## src/hw/fmg_pkg.sv

```systemverilog
// Constants for the flash modify guard and read power block
package fmg_pkg;

  // ----------------------------------------------------------------
  // Register addresses
  // ----------------------------------------------------------------
  localparam logic [7:0] ADDR_REVISION  = 8'hE2;
  localparam logic [3:0] PAGE_REVISION  = 4'hF;
  localparam logic [7:0] ADDR_PS_CTRL   = 8'h8F;
  localparam logic [7:0] ADDR_FL_SCALE  = 8'hB6;
  localparam logic [7:0] ADDR_RST_CAUSE = 8'hEF;

  // ----------------------------------------------------------------
  // Field positions
  // ----------------------------------------------------------------
  localparam int PS_WE_BIT      = 0;
  localparam int PS_EE_BIT      = 1;
  localparam int FL_BYPASS_BIT  = 6;
  localparam int RC_POWER_ON_RESET_FLAG_BIT   = 0;
  localparam int RC_MON_RST_BIT = 1;
  localparam int RC_FLASH_ERROR_FLAG_BIT  = 6;

  // ----------------------------------------------------------------
  // Reset values
  // ----------------------------------------------------------------
  localparam logic [7:0] RST_REVISION = 8'h00;
  localparam logic [7:0] RST_PS_CTRL  = 8'h00;
  localparam logic [7:0] RST_FL_SCALE = 8'h00;

  // ----------------------------------------------------------------
  // Geometry and timing
  // ----------------------------------------------------------------
  localparam int ROW_BYTES      = 64;
  localparam int ROW_SHIFT      = 6;
  localparam int CLK_MHZ        = 25;
  localparam int SENSE_PULSE_NS = 20;
  localparam int SENSE_CYCLES   = (SENSE_PULSE_NS * CLK_MHZ + 999) / 1000;
  localparam int WAKE_MAX_CYC   = 3;
  localparam int FLASH_OP_CYC   = 8;

  typedef enum logic [2:0] {
    FMG_IDLE = 3'b001,
    FMG_BUSY = 3'b010,
    FMG_ERR  = 3'b100
  } fmg_state_t;

endpackage

```

## src/hw/fmg_row_reg.sv

```systemverilog
// Open row register of the flash array
module fmg_row_reg #(
  parameter int AW = 16
) (
  // Clock and reset
  input  wire logic          i_mclk,
  input  wire logic          i_reset_n,
  // Read address
  input  wire logic          i_rd,
  input  wire logic [AW-1:0] i_addr,
  // Row status
  output logic               o_new_row
);

  logic [AW-1:fmg_pkg::ROW_SHIFT] row_reg;
  logic                           row_valid_reg;
  logic                           new_row_reg;
  wire                            row_diff;

  assign row_diff  = !row_valid_reg ||
                     (i_addr[AW-1:fmg_pkg::ROW_SHIFT] != row_reg);
  assign o_new_row = new_row_reg;

  always_ff @(posedge i_mclk or negedge i_reset_n) begin
    if (!i_reset_n) begin
      row_reg       <= '0;
      row_valid_reg <= 1'b0;
      new_row_reg   <= 1'b0;
    end else begin
      new_row_reg <= i_rd && row_diff;
      if (i_rd) begin
        row_reg       <= i_addr[AW-1:fmg_pkg::ROW_SHIFT];
        row_valid_reg <= 1'b1;
      end
    end
  end

endmodule

```

## src/hw/fmg_top.sv

```systemverilog
// Flash modify guard, sense-amp one-shot and revision register
module fmg_top #(
  parameter int AW = 16
) (
  // Clock and reset
  input  wire logic          i_mclk,
  input  wire logic          i_reset_n,
  input  wire logic          i_por,
  // Special function register port
  input  wire logic          i_sfr_wr,
  input  wire logic          i_sfr_rd,
  input  wire logic [3:0]    i_sfr_page,
  input  wire logic [7:0]    i_sfr_addr,
  input  wire logic [7:0]    i_sfr_wdata,
  output logic      [7:0]    o_sfr_rdata,
  // Supply monitor enable
  input  wire logic          i_mon_enable,
  // Flash access from the core
  input  wire logic          i_flash_rd,
  input  wire logic          i_movx_wr,
  input  wire logic [AW-1:0] i_flash_addr,
  // Interrupts and idle
  input  wire logic          i_irq,
  input  wire logic          i_idle,
  // Flash and system controls
  output logic               o_sense_en,
  output logic               o_new_row,
  output logic               o_flash_wr,
  output logic               o_flash_erase,
  output logic               o_flash_busy,
  output logic               o_irq_hold,
  output logic               o_irq_pend,
  output logic               o_wake,
  output logic               o_ferr_reset,
  output logic               o_mon_rst_en
);

  // ------------------------------------------------------------------
  // Registers
  // ------------------------------------------------------------------
  logic [7:0]           revision_reg;
  logic [7:0]           ps_ctrl_reg;
  logic [7:0]           fl_scale_reg;
  logic                 mon_rst_reg;
  logic                 power_on_reset_flag_reg;
  logic                 flash_error_flag_reg;
  logic [7:0]           rdata_reg;
  fmg_pkg::fmg_state_t  state_reg;
  logic [3:0]           op_cnt_reg;
  logic [3:0]           sense_cnt_reg;
  logic                 sense_reg;
  logic                 wr_reg;
  logic                 erase_reg;
  logic                 pend_reg;
  logic                 ferr_reg;
  logic                 wake_reg;
  logic                 ferr_hist_reg;
  logic                 rst_seen_reg;

  // ------------------------------------------------------------------
  // Decode
  // ------------------------------------------------------------------
  wire hit_rev   = (i_sfr_page == fmg_pkg::PAGE_REVISION) &&
                   (i_sfr_addr == fmg_pkg::ADDR_REVISION);
  wire hit_ps    = i_sfr_addr == fmg_pkg::ADDR_PS_CTRL;
  wire hit_fl    = i_sfr_addr == fmg_pkg::ADDR_FL_SCALE;
  wire hit_rc    = i_sfr_addr == fmg_pkg::ADDR_RST_CAUSE;
  wire we_bit    = ps_ctrl_reg[fmg_pkg::PS_WE_BIT];
  wire ee_bit    = ps_ctrl_reg[fmg_pkg::PS_EE_BIT];
  wire bypass    = fl_scale_reg[fmg_pkg::FL_BYPASS_BIT];
  wire idle_st   = state_reg == fmg_pkg::FMG_IDLE;
  // Monitor state taken in the very strobe cycle
  wire guard_ok  = i_mon_enable && mon_rst_reg;
  wire modify    = i_movx_wr && we_bit && idle_st;
  wire do_erase  = modify && ee_bit;
  wire bad_mod   = modify && !guard_ok;
  wire [7:0] rc_view = {1'b0, flash_error_flag_reg, 4'h0, mon_rst_reg, power_on_reset_flag_reg};
  wire [7:0] rd_mux  = hit_rev ? revision_reg :
                       hit_ps  ? {6'h00, ps_ctrl_reg[1:0]} :
                       hit_fl  ? fl_scale_reg :
                       hit_rc  ? rc_view : 8'h00;

  // ------------------------------------------------------------------
  // Register file
  // ------------------------------------------------------------------
  always_ff @(posedge i_mclk or negedge i_reset_n) begin
    if (!i_reset_n) begin
      revision_reg <= fmg_pkg::RST_REVISION;
      ps_ctrl_reg  <= fmg_pkg::RST_PS_CTRL;
      fl_scale_reg <= fmg_pkg::RST_FL_SCALE;
      rdata_reg    <= 8'h00;
    end else begin
      rdata_reg <= i_sfr_rd ? rd_mux : rdata_reg;
      if (i_sfr_wr && hit_rev) begin
        revision_reg <= i_sfr_wdata;
      end
      if (i_sfr_wr && hit_ps) begin
        ps_ctrl_reg <= {6'h00, i_sfr_wdata[1:0]};
      end
      if (i_sfr_wr && hit_fl) begin
        fl_scale_reg <= i_sfr_wdata;
      end
    end
  end

  // Reset cause bits take their reset values on i_reset_n, and are loaded
  // from i_por and the error mark on the first clock after any reset.
  always_ff @(posedge i_mclk or negedge i_reset_n) begin
    if (!i_reset_n) begin
      rst_seen_reg <= 1'b0;
      mon_rst_reg  <= 1'b1;
      power_on_reset_flag_reg    <= 1'b0;
      flash_error_flag_reg   <= 1'b0;
    end else begin
      rst_seen_reg <= 1'b1;
      if (!rst_seen_reg) begin
        power_on_reset_flag_reg  <= i_por;
        flash_error_flag_reg <= !i_por && ferr_hist_reg;
      end else if (i_sfr_wr && hit_rc) begin
        // Direct assignment assumed from firmware
        mon_rst_reg <= i_sfr_wdata[fmg_pkg::RC_MON_RST_BIT];
        power_on_reset_flag_reg   <= i_sfr_wdata[fmg_pkg::RC_POWER_ON_RESET_FLAG_BIT];
      end
      if (i_por && !rst_seen_reg) begin
        mon_rst_reg <= 1'b1;
      end
    end
  end

  // No reset here: the error mark must outlive the reset it asks for.
  // Only a power-on reset clears it.
  always_ff @(posedge i_mclk) begin
    if (bad_mod) begin
      ferr_hist_reg <= 1'b1;
    end else if (i_por && !rst_seen_reg) begin
      ferr_hist_reg <= 1'b0;
    end
  end

  // ------------------------------------------------------------------
  // Flash operation sequencer
  // ------------------------------------------------------------------
  always_ff @(posedge i_mclk or negedge i_reset_n) begin
    if (!i_reset_n) begin
      state_reg  <= fmg_pkg::FMG_IDLE;
      op_cnt_reg <= 4'h0;
      wr_reg     <= 1'b0;
      erase_reg  <= 1'b0;
      ferr_reg   <= 1'b0;
    end else begin
      wr_reg    <= 1'b0;
      erase_reg <= 1'b0;
      case (state_reg)
        fmg_pkg::FMG_IDLE: begin
          if (bad_mod) begin
            state_reg <= fmg_pkg::FMG_ERR;
            ferr_reg  <= 1'b1;
          end else if (modify) begin
            state_reg  <= fmg_pkg::FMG_BUSY;
            op_cnt_reg <= 4'(fmg_pkg::FLASH_OP_CYC);
            wr_reg     <= !do_erase;
            erase_reg  <= do_erase;
          end
        end
        fmg_pkg::FMG_BUSY: begin
          op_cnt_reg <= op_cnt_reg - 4'h1;
          if (op_cnt_reg == 4'h1) begin
            state_reg <= fmg_pkg::FMG_IDLE;
          end
        end
        // Held until the reset this block requested arrives
        fmg_pkg::FMG_ERR: state_reg <= fmg_pkg::FMG_ERR;
        default: state_reg <= fmg_pkg::FMG_IDLE;
      endcase
    end
  end

  // ------------------------------------------------------------------
  // Interrupt hold, idle wake, sense one-shot
  // ------------------------------------------------------------------
  // Busy bit of the one-hot state, so the busy outputs come from a flop
  wire busy = state_reg[1];

  always_ff @(posedge i_mclk or negedge i_reset_n) begin
    if (!i_reset_n) begin
      pend_reg      <= 1'b0;
      wake_reg      <= 1'b0;
      sense_cnt_reg <= 4'h0;
      sense_reg     <= 1'b0;
    end else begin
      // Release at the end of the operation wins over a new request
      pend_reg <= (busy && i_irq) || (pend_reg && busy);
      // Registered wake lands one clock after the request
      wake_reg <= i_idle && i_irq && !busy;
      if (i_flash_rd && !bypass) begin
        sense_cnt_reg <= 4'(fmg_pkg::SENSE_CYCLES);
        sense_reg     <= 1'b1;
      end else if (sense_cnt_reg > 4'h1) begin
        sense_cnt_reg <= sense_cnt_reg - 4'h1;
      end else begin
        sense_cnt_reg <= 4'h0;
        sense_reg     <= bypass && i_flash_rd;
      end
    end
  end

  fmg_row_reg #(
    .AW (AW)
  ) u_row (
    .i_mclk    (i_mclk),
    .i_reset_n (i_reset_n),
    .i_rd      (i_flash_rd),
    .i_addr    (i_flash_addr),
    .o_new_row (o_new_row)
  );

  assign o_sfr_rdata   = rdata_reg;
  assign o_sense_en    = sense_reg;
  assign o_flash_wr    = wr_reg;
  assign o_flash_erase = erase_reg;
  assign o_flash_busy  = busy;
  assign o_irq_hold    = busy;
  assign o_irq_pend    = pend_reg;
  assign o_wake        = wake_reg;
  assign o_ferr_reset  = ferr_reg;
  assign o_mon_rst_en  = mon_rst_reg;

endmodule

```

## config.mk

```make
export PLATFORM = sky130hd
export DESIGN_NAME = fmg_top
export DESIGN_NICKNAME = d
export VERILOG_FILES = /design/src/hw/fmg_pkg.sv /design/src/hw/fmg_row_reg.sv /design/src/hw/fmg_top.sv
export SDC_FILE = /design/constraint.sdc
export NUM_CORES = 1
export LEC_CHECK = 0
export BUFFER_PORTS_ARGS = -buffer_cell sky130_fd_sc_hd__buf_2
export CORE_ASPECT_RATIO = 1.25
export CORE_MARGIN = 8
export CORE_UTILIZATION = 44
export DETAILED_ROUTE_END_ITERATION = 12
export GPL_TIMING_DRIVEN = 0
export PLACE_DENSITY_LB_ADDON = 0.12
export SLEW_MARGIN = 20
export SYNTH_ARGS = -nofsm -noshare
export SYNTH_HDL_FRONTEND = slang
export SYNTH_HIERARCHICAL = 1
export SYNTH_SLANG_ARGS = --single-unit
```

## constraint.sdc

```tcl
create_clock -name i_mclk -period 3.4 [get_ports i_mclk]
set_input_delay 0.68 -clock i_mclk [delete_from_list [all_inputs] [get_ports i_mclk]]
set_output_delay 0.68 -clock i_mclk [all_outputs]
set_load 0.1 [all_outputs]
```

==> impl_metrics.tcl <==
set metrics [dict create \
    drive_gt1_frac 0.377 \
    status "finished clean" \
    setup_slack_ns 1.13 \
    cap_violations 0 \
    cts.sinks 60 \
    wl_um 5170 \
    cts_hold_buf 0 \
    syn2layout_area_growth_pct 21.2 \
    synth_ff_type "dfrtp_1" \
    tritoncts "yes" \
    clk_pin_slew_ns 0.06 \
    ys_types 42 \
    crit_type "primary input to flip-flop" \
    rows 31 \
    die_h_um 103 \
    switchingPower_uw 501 \
    netlist_instances 225 \
    finalClockSkew_ns 0.00840 \
    synth_async_sr_flop_share 0.983 \
    grt_max_degree 60 \
    initial_core_util 0.459 \
    place_hpwl_um 3790 \
    syn_nets 275 \
    finalCritPeriodShare 0.667 \
    die_w_um 85.7 \
    ctsResizeCount 0 \
    drtAntennaViolNets 0 \
    wl_per_cell_um 14.2 \
    tns_ns 0 \
    cp.arrival_ns 2.48 \
    drv_slew 0 \
    total_power_uw 1750 \
    p_clk_frac 0.365 \
    grt_pass1_vias 2106 \
    synth_area_sq_mm 0.00267 \
    seq_power_share 0.466 \
    cts_setup_buffers 0 \
    synth_edf_count 0 \
    crit_family "simple AND/OR/NAND/NOR gates" \
    cpMaxStageDelayCell "nor4_2" \
    layout_commonest_cell "dfrtp_1" \
    drt_iter0_markers 54 \
    synth_seq_cells 60 \
    yosys_warnings 6 \
    drtPass1Iterations 4 \
    vias 1860 \
    port_buffers 56 \
    power_density_mw_per_mm2 539 \
    relSlewSlack 0.320 \
    required_ns 3.61 \
    clk_path_buf_depth 2 \
    place.gp.congestion 0.812 \
    peakVddDrop_mv 0.308 \
    insertion_delay_ns 0.33 \
    hp-class "primary input to asynchronous set/reset pin" \
    fill_cells 503 \
    coreArea_sq_mm 0.00582 \
    root_buffer "clkbuf_8" \
    tightest_slew_ns 1.01 \
    gr-total-overflow 0 \
    grt_setup_unrepaired "false" \
    p_comb_frac 0.169 \
    grt_use_total 0.135 \
    hold_violations 0 \
    grt_pass1_wl_um 9430 \
    io_pins 64 \
    start_kind "primary input" \
    die-area_sq_mm 0.00884 \
    leakagePower_uw 0.00157 \
    routed_via_density 5.12 \
    p_int_uw 1250 \
    largest_reg_flops 10 \
    diodes 0 \
    cpPeakStageDelay_ns 0.77 \
    p_sw_frac 0.287 \
    fmax_mhz 441 \
    h-tree-depth 3 \
    avgSynthCellArea_sq_um 11.9 \
    path_cells "buf_2 -> nand4b_1 -> nor4_2 -> nand2_2 -> mux2_2" \
    cts_made_buffers 9 \
    path_buf_inv 1 \
    yosysSeqAreaShare 0.561 \
    synth_top_cell_by_area "dfrtp_1" \
    place_ws_ns 0.804 \
    synthTopCellsByArea "dfrtp_1 53%, mux2_2 11%, xnor2_1 3.9%, nor2_1 2.2%, a21oi_1 2.1%" \
    grt_antenna_before_repair 0 \
    fin_nets 342 \
    drc 0 \
    crit_fanout 9 \
    endpoint_kind "flip-flop" \
    period_needed_ns 2.27 \
    setup_viol 0 \
    yosysTopAreaCellShare 0.534 \
    final_cell_mix "57 x dfrtp_1, 55 x buf_2, 26 x mux2_2" \
]
-- layout make-up --
| cell class | count | area, sq um | share of cell area |
|---|---|---|---|
| Buffer | 4 | 22.5 | 0.00696 |
| Clock buffer | 11 | 151 | 0.0468 |
| Clock inverter | 5 | 50.0 | 0.0155 |
| Inverter | 10 | 37.5 | 0.0116 |
| Multi-Input combinational cell | 151 | 1110 | 0.344 |
| Sequential cell | 60 | 1500 | 0.463 |
| Tap cell | 66 | 82.6 | 0.0255 |
| Timing Repair Buffer | 56 | 283 | 0.0873 |
-- power groups by stage --
stage | combinational (uW) | clock, uW | sequential, uW
after global placement | 295 | 0 | 826
after detailed placement | 300 | 0 | 828
after global routing | 335 | 689 | 825
after CTS | 301 | 664 | 815
final | 295 | 637 | 814
after floorplan | 125 | 0 | 913
-- metrics by stage --
step,util,hold slack [ns],std cells,instance area (sq um)
2_1_floorplan,-,0.384,225,2670
3_3_place_gp,0.522,0.451,347,3030
3_5_place_dp,0.522,0.460,347,3040
4_1_cts,0.557,0.431,363,3240
5_1_grt,0.557,0.471,363,3240
6_report,0.557,0.403,363,3240
-- worst paths after layout --
path,to,start,cells after the start,slack (ns)
setup / recovery,fl_scale_reg[6],i_sfr_addr[6],5,1.13
hold / removal,u_row/row_reg[12],i_reset_n,1,0.40
setup reg to reg,op_cnt_reg[2],state_reg[1],4,1.79
hold reg to reg,flash_error_flag_reg,ferr_hist_reg,2,0.46
max in group asynchronous,u_row/row_reg[11],i_reset_n,1,2.52
min in group i_mclk,flash_error_flag_reg,ferr_hist_reg,2,0.46
-- per-layer routing --
layer,global-route usage,share of wire,up-vias
met5,0,0,-
met4,0.0851,0.022,0
met3,0.0415,0.052,10
met2,0.206,0.45,50
met1,0.164,0.48,869
li1,-,-,931
-- cell usage after synthesis, drive strengths merged, types with 2 or more instances --
cell	instances
a211oi	2
a22oi	6
nand4	5
nor3b	2
or3	2
a31oi	3
dfstp	2
or3b	2
a21oi	11
nand2	13
nand3	6
ha	4
o21ai	10
nand4b	2
dfrtp	57
a21boi	3
nand2b	7
xnor2	12
nor2b	2
buf	3
inv	10
nor2	16
mux2	28
nor3	4
-- logic make-up (layout without fill, tap and decap cells) --
family | after synthesis | in the layout | share of synthesized area
buf+inv | 14 | 86 | 0.0225
fa+ha+maj | 4 | 4 | 0.0187
other cells | 1 | 1 | 0.00140
compound gates | 40 | 40 | 0.0927
mux | 29 | 29 | 0.125
flops | 60 | 60 | 0.561
xor+xnor | 12 | 12 | 0.0393
simple gates | 65 | 65 | 0.140
Note: power is estimated with default switching activity, not from simulation.
